### src/verilog/iesv_pkg.sv
package iesv_pkg;

  // ----------------------------------------------------------------
  // Bus and register map
  // ----------------------------------------------------------------
  localparam int IESV_DW = 32;
  localparam int IESV_AW = 12;
  localparam logic [IESV_AW-1:0] IESV_STS_OFF = 12'h484;
  localparam logic [IESV_AW-1:0] IESV_MSK_OFF = 12'h488;
  localparam logic [IESV_AW-1:0] IESV_SEV_OFF = 12'h48C;
  localparam int IESV_TRANS_ACT_BIT = 1;
  localparam logic IESV_HRESP_OKAY = 1'b0;

  // ----------------------------------------------------------------
  // Field layout, one bit per internal error type
  // ----------------------------------------------------------------
  localparam int IESV_NERR = 19;
  localparam int IESV_B_INGRESS_POSTED_TIMEOUT = 0;
  localparam int IESV_B_INGRESS_NONPOSTED_TIMEOUT = 1;
  localparam int IESV_B_INGRESS_COMPLETION_TIMEOUT = 2;
  localparam int IESV_B_RSVD = 3;
  localparam int IESV_B_EGRESS_POSTED_TIMEOUT = 4;
  localparam int IESV_B_EGRESS_NONPOSTED_TIMEOUT = 5;
  localparam int IESV_B_EGRESS_COMPLETION_TIMEOUT = 6;
  localparam int IESV_B_ECC_FIRST = 7;
  localparam int IESV_B_ECC_LAST = 14;
  localparam int IESV_B_DATAPATH_PARITY_ERR = 15;
  localparam int IESV_B_UNRELIABLE_LINK_ERR = 16;
  localparam int IESV_B_REPLAY_CTL_SINGLE_ERR = 17;
  localparam int IESV_B_REPLAY_CTL_DOUBLE_ERR = 18;

  // ----------------------------------------------------------------
  // Reset values and implemented bits
  // ----------------------------------------------------------------
  localparam logic [IESV_DW-1:0] IESV_VALID_BITS = 32'h0007FFF7;
  localparam logic [IESV_DW-1:0] IESV_SEV_RST = 32'h0004D511;
  localparam logic [IESV_DW-1:0] IESV_MSK_RST = 32'h00000000;
  localparam logic [IESV_DW-1:0] IESV_STS_RST = 32'h00000000;
  localparam logic [7:0] IESV_ECC_SEV_RST = 8'hAA;

  typedef enum logic [1:0] {
    IESV_IDLE,
    IESV_WDATA,
    IESV_RWAIT
  } iesv_bus_state_t;

endpackage

### src/verilog/iesv_ahb_slave.sv
`timescale 1ns/100ps
module iesv_ahb_slave
  import iesv_pkg::*;
(
  input wire logic clk, // Core clock
  input wire logic rst, // Synchronous reset
  input wire logic hsel, // Slave select
  input wire logic [IESV_AW-1:0] haddr, // Low address bits
  input wire logic [1:0] htrans, // Transfer type
  input wire logic hwrite, // Write when high
  input wire logic [IESV_DW-1:0] hwdata, // Write data
  input wire logic hready, // Bus ready
  input wire logic [IESV_DW-1:0] rd_data, // Register read value
  output logic hreadyout, // Ready out, registered
  output logic hresp, // Response, always OKAY
  output logic [IESV_DW-1:0] hrdata, // Read data, registered
  output logic wr_en, // Write commit strobe
  output logic rd_en, // Read strobe
  output logic [IESV_AW-1:0] reg_addr, // Captured address
  output logic [IESV_DW-1:0] wr_data // Write data
);

  // ----------------------------------------------------------------
  // Transfer control
  // ----------------------------------------------------------------
  iesv_bus_state_t state_r, state_nxt;
  logic [IESV_AW-1:0] addr_r, addr_nxt;
  logic [IESV_DW-1:0] hrdata_r, hrdata_nxt;
  logic hready_r, hready_nxt;
  logic hresp_r;
  logic accept;

  assign accept = hsel && htrans[IESV_TRANS_ACT_BIT] && hready;

  // Reads take one wait state so a write in the previous data phase
  // has already landed before the read value is sampled.
  always_comb begin
    state_nxt = state_r;
    addr_nxt = addr_r;
    hrdata_nxt = hrdata_r;
    hready_nxt = 1'b1;
    case (state_r)
      IESV_IDLE, IESV_WDATA: begin
        state_nxt = IESV_IDLE;
        if (accept) begin
          addr_nxt = haddr;
          if (hwrite) begin
            state_nxt = IESV_WDATA;
          end else begin
            state_nxt = IESV_RWAIT;
            hready_nxt = 1'b0;
          end
        end
      end
      IESV_RWAIT: begin
        hrdata_nxt = rd_data;
        state_nxt = IESV_IDLE;
      end
      default: begin
        state_nxt = IESV_IDLE;
      end
    endcase
  end

  always_ff @(posedge clk) begin
    if (rst) begin
      state_r <= IESV_IDLE;
      addr_r <= '0;
      hrdata_r <= '0;
      hready_r <= 1'b1;
      hresp_r <= IESV_HRESP_OKAY;
    end else begin
      state_r <= state_nxt;
      addr_r <= addr_nxt;
      hrdata_r <= hrdata_nxt;
      hready_r <= hready_nxt;
      hresp_r <= IESV_HRESP_OKAY;
    end
  end

  assign wr_en = (state_r == IESV_WDATA);
  assign rd_en = (state_r == IESV_RWAIT);
  assign reg_addr = addr_r;
  assign wr_data = hwdata;
  assign hreadyout = hready_r;
  assign hresp = hresp_r;
  assign hrdata = hrdata_r;

endmodule // iesv_ahb_slave

### src/verilog/iesv_top.sv
// Implementation choice: register access over AHB-Lite.
`timescale 1ns/100ps
// Behaviour
// An unmasked set error whose severity bit is one is reported as uncorrectable.
// An unmasked set error whose severity bit is zero is reported as correctable.
// Timeout severities sit at bits 0-2 and 4-6, posted resets to one, others to zero.
// Bits 7-14 are the buffer ECC severities, single-bit reset zero, double-bit reset one.
// Bit 15 is the datapath parity severity and resets to one.
// Bit 16 is the unreliable link severity and resets to zero.
// Bits 17 and 18 are the replay ECC severities, resetting to zero and one.
// A masked error is never reported, while its status bit is left untouched.
// Bit 3 and bits 19 to 31 read as zero and ignore writes.
module iesv_top
  import iesv_pkg::*;
(
  input wire logic REF_CLK, // Core clock, 100 MHz
  input wire logic RST, // Synchronous reset, high
  input wire logic HSEL, // AHB slave select
  input wire logic [31:0] HADDR, // AHB address
  input wire logic [1:0] HTRANS, // AHB transfer type
  input wire logic HWRITE, // AHB write
  input wire logic [2:0] HSIZE, // AHB size, word only
  input wire logic [IESV_DW-1:0] HWDATA, // AHB write data
  input wire logic HREADY, // AHB bus ready
  output logic HREADYOUT, // AHB ready out
  output logic HRESP, // AHB response
  output logic [IESV_DW-1:0] HRDATA, // AHB read data
  input wire logic [IESV_NERR-1:0] ERR_EVENT, // Error pulses, same clock
  output logic UNCOR_ERR, // Uncorrectable internal error
  output logic COR_ERR, // Correctable internal error
  output logic IRQ // Interrupt, level
);

  // ----------------------------------------------------------------
  // Bus slave
  // ----------------------------------------------------------------
  logic wr_en;
  logic rd_en;
  logic [IESV_AW-1:0] reg_addr;
  logic [IESV_DW-1:0] wr_data;
  logic [IESV_DW-1:0] rd_data;

  iesv_ahb_slave u_slave (
    .clk(REF_CLK),
    .rst(RST),
    .hsel(HSEL),
    .haddr(HADDR[IESV_AW-1:0]),
    .htrans(HTRANS),
    .hwrite(HWRITE),
    .hwdata(HWDATA),
    .hready(HREADY),
    .rd_data(rd_data),
    .hreadyout(HREADYOUT),
    .hresp(HRESP),
    .hrdata(HRDATA),
    .wr_en(wr_en),
    .rd_en(rd_en),
    .reg_addr(reg_addr),
    .wr_data(wr_data)
  );

  // Upper address bits are not decoded, so the map aliases every 4 KB
  function automatic logic hits(input logic [IESV_AW-1:0] a, input logic [IESV_AW-1:0] off);
    hits = (a == off);
  endfunction

  // ----------------------------------------------------------------
  // Registers
  // ----------------------------------------------------------------
  logic [IESV_DW-1:0] sev_r, sev_nxt;
  logic [IESV_DW-1:0] msk_r, msk_nxt;
  logic [IESV_DW-1:0] sts_r, sts_nxt;
  logic [IESV_DW-1:0] evt_vec;
  logic sts_rd_clr;
  logic uncor_r, uncor_nxt;
  logic cor_r, cor_nxt;
  logic irq_r, irq_nxt;
  logic [IESV_DW-1:0] active;

  assign evt_vec = {{(IESV_DW-IESV_NERR){1'b0}}, ERR_EVENT} & IESV_VALID_BITS;
  assign sts_rd_clr = rd_en && hits(reg_addr, IESV_STS_OFF);

  // Severity and mask, whole-word writes; reserved bits stay zero
  always_comb begin
    sev_nxt = sev_r;
    msk_nxt = msk_r;
    if (wr_en && hits(reg_addr, IESV_SEV_OFF)) begin
      sev_nxt = wr_data & IESV_VALID_BITS;
    end
    if (wr_en && hits(reg_addr, IESV_MSK_OFF)) begin
      msk_nxt = wr_data & IESV_VALID_BITS;
    end
  end

  // Sticky status, one bit each; a new event beats a read clear
  genvar gi;
  generate
    for (gi = 0; gi < IESV_DW; gi++) begin : g_sts
      always_comb begin
        if (evt_vec[gi]) begin
          sts_nxt[gi] = 1'b1;
        end else if (sts_rd_clr) begin
          sts_nxt[gi] = 1'b0;
        end else begin
          sts_nxt[gi] = sts_r[gi];
        end
      end
    end
  endgenerate

  // Mask gates reporting only, never the status bit
  always_comb begin
    active = sts_nxt & ~msk_nxt & IESV_VALID_BITS;
    uncor_nxt = |(active & sev_nxt);
    cor_nxt = |(active & ~sev_nxt);
    irq_nxt = |active;
  end

  // Severity defaults also come back on RST; there is no separate
  // sticky-preserving reset in this block.
  always_ff @(posedge REF_CLK) begin
    if (RST) begin
      sev_r <= IESV_SEV_RST;
      msk_r <= IESV_MSK_RST;
      sts_r <= IESV_STS_RST;
      uncor_r <= 1'b0;
      cor_r <= 1'b0;
      irq_r <= 1'b0;
    end else begin
      sev_r <= sev_nxt;
      msk_r <= msk_nxt;
      sts_r <= sts_nxt;
      uncor_r <= uncor_nxt;
      cor_r <= cor_nxt;
      irq_r <= irq_nxt;
    end
  end

  // ----------------------------------------------------------------
  // Read mux
  // ----------------------------------------------------------------
  always_comb begin
    rd_data = '0;
    if (hits(reg_addr, IESV_SEV_OFF)) begin
      rd_data = sev_r & IESV_VALID_BITS;
    end else if (hits(reg_addr, IESV_MSK_OFF)) begin
      rd_data = msk_r & IESV_VALID_BITS;
    end else if (hits(reg_addr, IESV_STS_OFF)) begin
      rd_data = sts_r & IESV_VALID_BITS;
    end
  end

  assign UNCOR_ERR = uncor_r;
  assign COR_ERR = cor_r;
  assign IRQ = irq_r;

  // ----------------------------------------------------------------
  // Checks
  // ----------------------------------------------------------------
  logic [IESV_DW-1:0] act_r;
  assign act_r = sts_r & ~msk_r & IESV_VALID_BITS;

  a_uncor_report: assert property (@(posedge REF_CLK) disable iff (RST)
    UNCOR_ERR == |(act_r & sev_r))
    else $error("uncorrectable report disagrees with status and severity");

  a_cor_report: assert property (@(posedge REF_CLK) disable iff (RST)
    COR_ERR == |(act_r & ~sev_r))
    else $error("correctable report disagrees with status and severity");

  a_event_reports: assert property (@(posedge REF_CLK) disable iff (RST)
    (|(evt_vec & ~msk_nxt & sev_nxt)) |=> UNCOR_ERR)
    else $error("unmasked uncorrectable event not reported next cycle");

  a_timeout_reset: assert property (@(posedge REF_CLK)
    $past(RST) |-> (sev_r[IESV_B_INGRESS_POSTED_TIMEOUT] &&
      !sev_r[IESV_B_INGRESS_NONPOSTED_TIMEOUT] &&
      !sev_r[IESV_B_INGRESS_COMPLETION_TIMEOUT] &&
      sev_r[IESV_B_EGRESS_POSTED_TIMEOUT] &&
      !sev_r[IESV_B_EGRESS_NONPOSTED_TIMEOUT] &&
      !sev_r[IESV_B_EGRESS_COMPLETION_TIMEOUT]))
    else $error("timeout severity reset value wrong");

  a_ecc_reset: assert property (@(posedge REF_CLK)
    $past(RST) |-> sev_r[IESV_B_ECC_LAST:IESV_B_ECC_FIRST] == IESV_ECC_SEV_RST)
    else $error("buffer ECC severity reset value wrong");

  a_parity_reset: assert property (@(posedge REF_CLK)
    $past(RST) |-> sev_r[IESV_B_DATAPATH_PARITY_ERR])
    else $error("parity severity not uncorrectable after reset");

  a_link_reset: assert property (@(posedge REF_CLK)
    $past(RST) |-> !sev_r[IESV_B_UNRELIABLE_LINK_ERR])
    else $error("link severity not correctable after reset");

  a_replay_reset: assert property (@(posedge REF_CLK)
    $past(RST) |-> (!sev_r[IESV_B_REPLAY_CTL_SINGLE_ERR] &&
      sev_r[IESV_B_REPLAY_CTL_DOUBLE_ERR]))
    else $error("replay ECC severity reset value wrong");

  a_mask_blocks: assert property (@(posedge REF_CLK) disable iff (RST)
    ((sts_r & ~msk_r & IESV_VALID_BITS) == '0) |-> (!UNCOR_ERR && !COR_ERR))
    else $error("masked error was reported");

  a_mask_keeps_status: assert property (@(posedge REF_CLK) disable iff (RST)
    (|evt_vec) |=> ((sts_r & $past(evt_vec)) == $past(evt_vec)))
    else $error("event did not set its status bit");

  a_reserved_zero: assert property (@(posedge REF_CLK) disable iff (RST)
    ((sev_r | msk_r | sts_r | HRDATA) & ~IESV_VALID_BITS) == '0)
    else $error("reserved bit became nonzero");

  a_sev_write: assert property (@(posedge REF_CLK) disable iff (RST)
    (wr_en && hits(reg_addr, IESV_SEV_OFF)) |=>
      (sev_r == ($past(wr_data) & IESV_VALID_BITS)))
    else $error("severity write not stored");

  a_read_wait: assert property (@(posedge REF_CLK) disable iff (RST)
    (HSEL && HTRANS[IESV_TRANS_ACT_BIT] && HREADY && !HWRITE) |=>
      !HREADYOUT ##1 HREADYOUT)
    else $error("read did not take exactly one wait state");

  a_irq_level: assert property (@(posedge REF_CLK) disable iff (RST)
    IRQ == (UNCOR_ERR || COR_ERR))
    else $error("interrupt disagrees with error reports");

endmodule // iesv_top
### config.mk
export PLATFORM = sky130hd
export DESIGN_NAME = iesv_top
export DESIGN_NICKNAME = d
export VERILOG_FILES = /design/src/verilog/iesv_pkg.sv /design/src/verilog/iesv_ahb_slave.sv /design/src/verilog/iesv_top.sv
export SDC_FILE = /design/constraint.sdc
export NUM_CORES = 1
export LEC_CHECK = 0
export ABC_AREA = 0
export BUFFER_PORTS_ARGS = -buffer_cell sky130_fd_sc_hd__buf_2
export CORE_MARGIN = 8
export CORE_UTILIZATION = 45
export DETAILED_ROUTE_END_ITERATION = 16
export PLACE_DENSITY = 0.69
export SYNTH_ARGS = -nofsm -noshare
export SYNTH_HDL_FRONTEND = slang
export SYNTH_SLANG_ARGS = --single-unit
### constraint.sdc
create_clock -name REF_CLK -period 3.2 [get_ports REF_CLK]
set_input_delay 0.16 -clock REF_CLK [delete_from_list [all_inputs] [get_ports REF_CLK]]
set_output_delay 0.16 -clock REF_CLK [all_outputs]
set_load 0.005 [all_outputs]
## Word-level counts from Yosys, hierarchy flattened

Cells that the tools add are included.

| operators by class | value |
|---|---|
| equal/unequal tests | 5 |
| mux-type cells | 57 |
| bitwise operators | 7 |
| reduce and logical (&&, ||, !) cells | 12 |

Operators with widths:

| cell | number |
|---|---|
| $and 19x32->32 | 2 |
| $mux 32 | 2 |
| $reduce_or 32->1 | 2 |
| $mux 19 | 3 |
| $mux 1 | 51 |
| $eq 12x11->1 const B | 3 |
| $not 32->32 | 1 |
| $and 19x19->19 | 1 |
| $not 19->19 | 1 |
| $reduce_or 18->1 | 1 |
| $logic_and 1x1->1 | 5 |
| $reduce_or 3->1 | 1 |
| $eq 2x1->1 const B | 1 |
| $eq 2x2->1 const B | 1 |
| $logic_not 2->1 | 1 |
| $mux 2 | 1 |
| $not 1->1 | 2 |
| $reduce_and 2->1 | 1 |
| $reduce_or 2->1 | 1 |

| storage, ports and cells | value |
|---|---|
| register bits | 146 |
| output and inout bits | 37 |

## Logic depth before layout (Yosys ltp)

| logic depth | value |
|---|---|
| depth in word-level cells | 7 |
| gate-level depth with buffers | 9 |

## Hierarchy

A second synthesis with hierarchy kept.

| second synthesis, totals | value |
|---|---|
| cell total of the unflattened synthesis | 601 |
| area, all modules | 5285.1 um^2 |

By module, submodules not included:

| module | instances | cells an instance | area an instance (um^2) | seq. area each (um^2) |
|---|---|---|---|---|
| iesv_top | 1 | 366 | 3331.9 | 1141.1 |
| iesv_ahb_slave | 1 | 235 | 1953.1 | 940.9 |

## Worst setup path before layout

OpenSTA, ideal clock, no wires.

| timing | value |
|---|---|
| path type | flip-flop to flip-flop |
| start point | register u_slave.addr_r[4], in the netlist u_slave.reg_addr[4] |
| end point | register irq_r, in the netlist IRQ |
| arrival | 2152 ps |
| path slack | 916 ps |
| cell stages (with the launch flop) | 9 |
| buffers on the path | 1 |
| path through | dfxtp_1 > nor4b_4 > nand4_1 > buf_2 > mux2i_1 > nor2b_1 > or4_4 > nor4_2 > a21oi_1 |

| on the way | value |
|---|---|
| word-level cells in the longest chain between the ends | 6 |

RTL lines:

| item | RTL line | text |
|---|---|---|
| start, declared | iesv_ahb_slave.sv:27 | `logic [IESV_AW-1:0] addr_r, addr_nxt;` |
| start signal, assigned | iesv_ahb_slave.sv:74 | `addr_r <= addr_nxt;` |
| $eq 12x11->1 | iesv_top.sv:64 | `hits = (a == off);` |
| $logic_and 1x1->1, on equally long branches | iesv_top.sv:81, iesv_top.sv:90 |  |
| $mux 1 or $mux 32 (tied branches) | iesv_top.sv:102, iesv_top.sv:90 |  |
| $mux 1 or $not 19->19 (tied branches) | iesv_top.sv:100, iesv_top.sv:113 |  |
| $and 19x19->19 * | iesv_top.sv:113 | `active = sts_nxt & ~msk_nxt & IESV_VALID_BITS;` |
| $reduce_or 18->1 * | iesv_top.sv:116 | `irq_nxt = \|active;` |
| end signal, assigned | iesv_top.sv:135 | `irq_r <= irq_nxt;` |
| end, declared | iesv_top.sv:77 | `logic irq_r, irq_nxt;` |

Every way passes the cells marked *; elsewhere a longest branch is shown, timed or not.
A chain may end at the register's enable or synchronous reset.

## Worst setup path after layout

Ends and elaborated chain as after synthesis.

==> metrics.txt <==
outcome=finished clean; Final Non-Filler Cells=617; Synth Instances=431; layout cells sized above 1=0.2102; GP Congestion=0.8443; Die Area=between 10000 and 15000 sq um; clock sink total=90; RSZ-0062 raised after global routing=false; crit path time final=2.648 ns; peak supply drop=0.2117 mV; MaxCap Viol Count=0; number of flops mapped to enable cells by yosys=0; Seq/Total Area, Yosys=0.4607; area leader, netlist=dfxtp_1; Worst Path Required=roughly 3.4 ns; Top-Level Pins=130; initial core utilization=0.4552; met1 Use GR=0.2030; Diodes inserted=0; final wirelength=10010 um; Slew headroom=0.4429; crit path capture type=flip-flop; clock latency on the worst-skew pair=approximately 0.34 ns; GRT met3 Usage=0.03014; Total Neg Setup Slack=0 ns; Core Footprint=8593 sq um; f_max=377.7 MHz; Worst Path Arrival=2.87 ns; PwrDens=471.9 nW/um^2; clock buffer count from CTS=9; commonest non-fill, non-tap cell in the layout=dfxtp_1; via count=around 3300; Mapped Area=3911 sq um; global route hottest layer=met2; syn avg cell area=9.075 sq um; endpoints failing hold=0; total grt overflow=0; CTS tree=built; FF/Latch Area=1802 sq um; count of pins over their slew limit=0; first-pass GRT wire length=between 15000 and 20000 um; initial antenna violation count=0; Util after Layout=0.5301; hold_sp=ERR_EVENT[1]; die height=between 100 and 150 um; pin count of the biggest net entering global routing=44; Post-DP HPWL=7393 um; ys flop type=dfxtp_1; Leakage=approximately 2.2 nW; vias in the first global route=3387; #FFs+latches synth=90; worst hold path depth=3; DRC=0; # rows=34; WL/cell=16.22 um; CP Launch Type=flip-flop; WS Path Type=reg -> reg; worst min path class=in -> reg; GR met2 Demand/Resource=0.2994; Yosys top cell area share=0.4607; DRT iter0 DRCs=174; Worst-path clk slew=0.08 ns; CTS resizes=0; nets=around 600; Hold Worst Slack=between 0.03 and 0.04 ns; Post-Place Cells=600; post-CTS setup buffer count=0; Netlist cell types=37; # setup viols final=0; Die X=109.2 um; clock root buffer master=clkbuf_8; GRT Util Overall=0.1707; Antenna Nets Post-Route=0; CP startpoint=u_slave.reg_addr[4]; crit-path max FO=18; Final Cycle Share=0.8274; R2R cell count=8; PortBufs=75; Max clock buf depth=2; ys async rst share=0; Via density=5.267; Layout Skew=0.007061 ns; commonest non-fill, non-tap cells in the layout=dfxtp_1, buf_2, nor2_1; Multi-input gate area=around 1900 sq um; TritonRoute pass-1 iters=4; fillers=847; synth warn=0; area added between synthesis and finish=16.47%; Worst R2R Start=u_slave.reg_addr[4]; H-tree depth=3; Slew @ Worst Pin=0.8357 ns; synth top area cells=dfxtp_1, mux2i_1, nor2_1, a21oi_1, a221o_1
worst max-delay path, cell delays in order, from the launching register on:
cell and delay [ns]:
dfxtp_1 0.34, nor4b_4 0.45, nand4_1 0.14, buf_4 0.28
mux2i_1 0.20, nor2b_1 0.19, or4_4 0.53, nor4_2 0.27
a21oi_1 0.11
metrics by stage:
step	setup slack, ns	total power (W)	area (sq um)
CTS	0.5506	0.002174	4556
finish	0.5523	0.002150	4556
floorplan	0.9160	0.001294	3964
global placement	0.6134	0.001347	4334
global route	0.4300	0.002241	4556
detailed placement	0.5858	0.001350	4334
logic make-up (layout without fill, tap and decap cells):
logic type             after synthesis  count (layout)  synth area share
and+or+nand+nor                    181             181            0.2511
DFF                                 90              90            0.4607
AOI/OAI and AO/OA                   81              81            0.1353
buffers and inverters               42             106           0.05982
muxes                               36              36           0.09213
other                                1              15         0.0009588
area by class of cell:
class,instances,share of cell area
clock inverter,4,0.01675
tap,108,0.02966
inverter,3,0.002472
timing repair buffer,87,0.1027
clock buffer,12,0.02966
sequential,90,0.3955
multi-input combinational,313,0.4232
cell usage after synthesis (2+ instances only):
library cell and number:
dfxtp_1 90, nor2_1 65, a21oi_1 48, mux2i_1 36
nand2_1 28, nand2b_1 24, nor3_1 20, a221o_1 18
clkbuf_1 17, buf_4 15, nor2b_1 12, and3b_1 7
nand4_1 7, o22ai_1 7, buf_2 4, and4b_1 3
inv_1 3, nor4_1 3, a21o_1 2, a21oi_2 2
a32oi_1 2, buf_6 2, nor4b_4 2
sequential cells by signal, indices dropped and copies added, names as in the netlist:
register / cells
sev_r: 18
IRQ: 1
COR_ERR: 1
UNCOR_ERR: 1
sts_r: 18
u_slave.hrdata: 18
u_slave.reg_addr: 12
u_slave.hreadyout: 1
msk_r: 18
u_slave.state_r: 2
repair_timing:
item                       in CTS  in global routing
hold buffers                    1                  0
hold endpoints to repair        1                  0
setup endpoints to repair       0                  0
power breakdown:
part | internal, W | switching, W
registers | 0.00115 | 0.0000154
logic | 0.0000726 | 0.0000909
clock network | 0.000443 | 0.000381
total | 0.00166 | 0.000487
path summary, 6_finish.rpt:
| check | endpoint | slack (ns) |
|---|---|---|
| min reg2reg | u_slave.reg_addr[10] | 0.47 |
| min | sts_r[1] | 0.03 |
| max reg2reg | IRQ | 0.55 |
| max | IRQ | 0.55 |
layer usage:
layer  up-vias  part of all wire
met3        10             0.069
met1      1507              0.43
met5         -                 0
met4         0             0.013
met2        96              0.49
li1       1637                 -
Power figures use the tool's default switching activity.
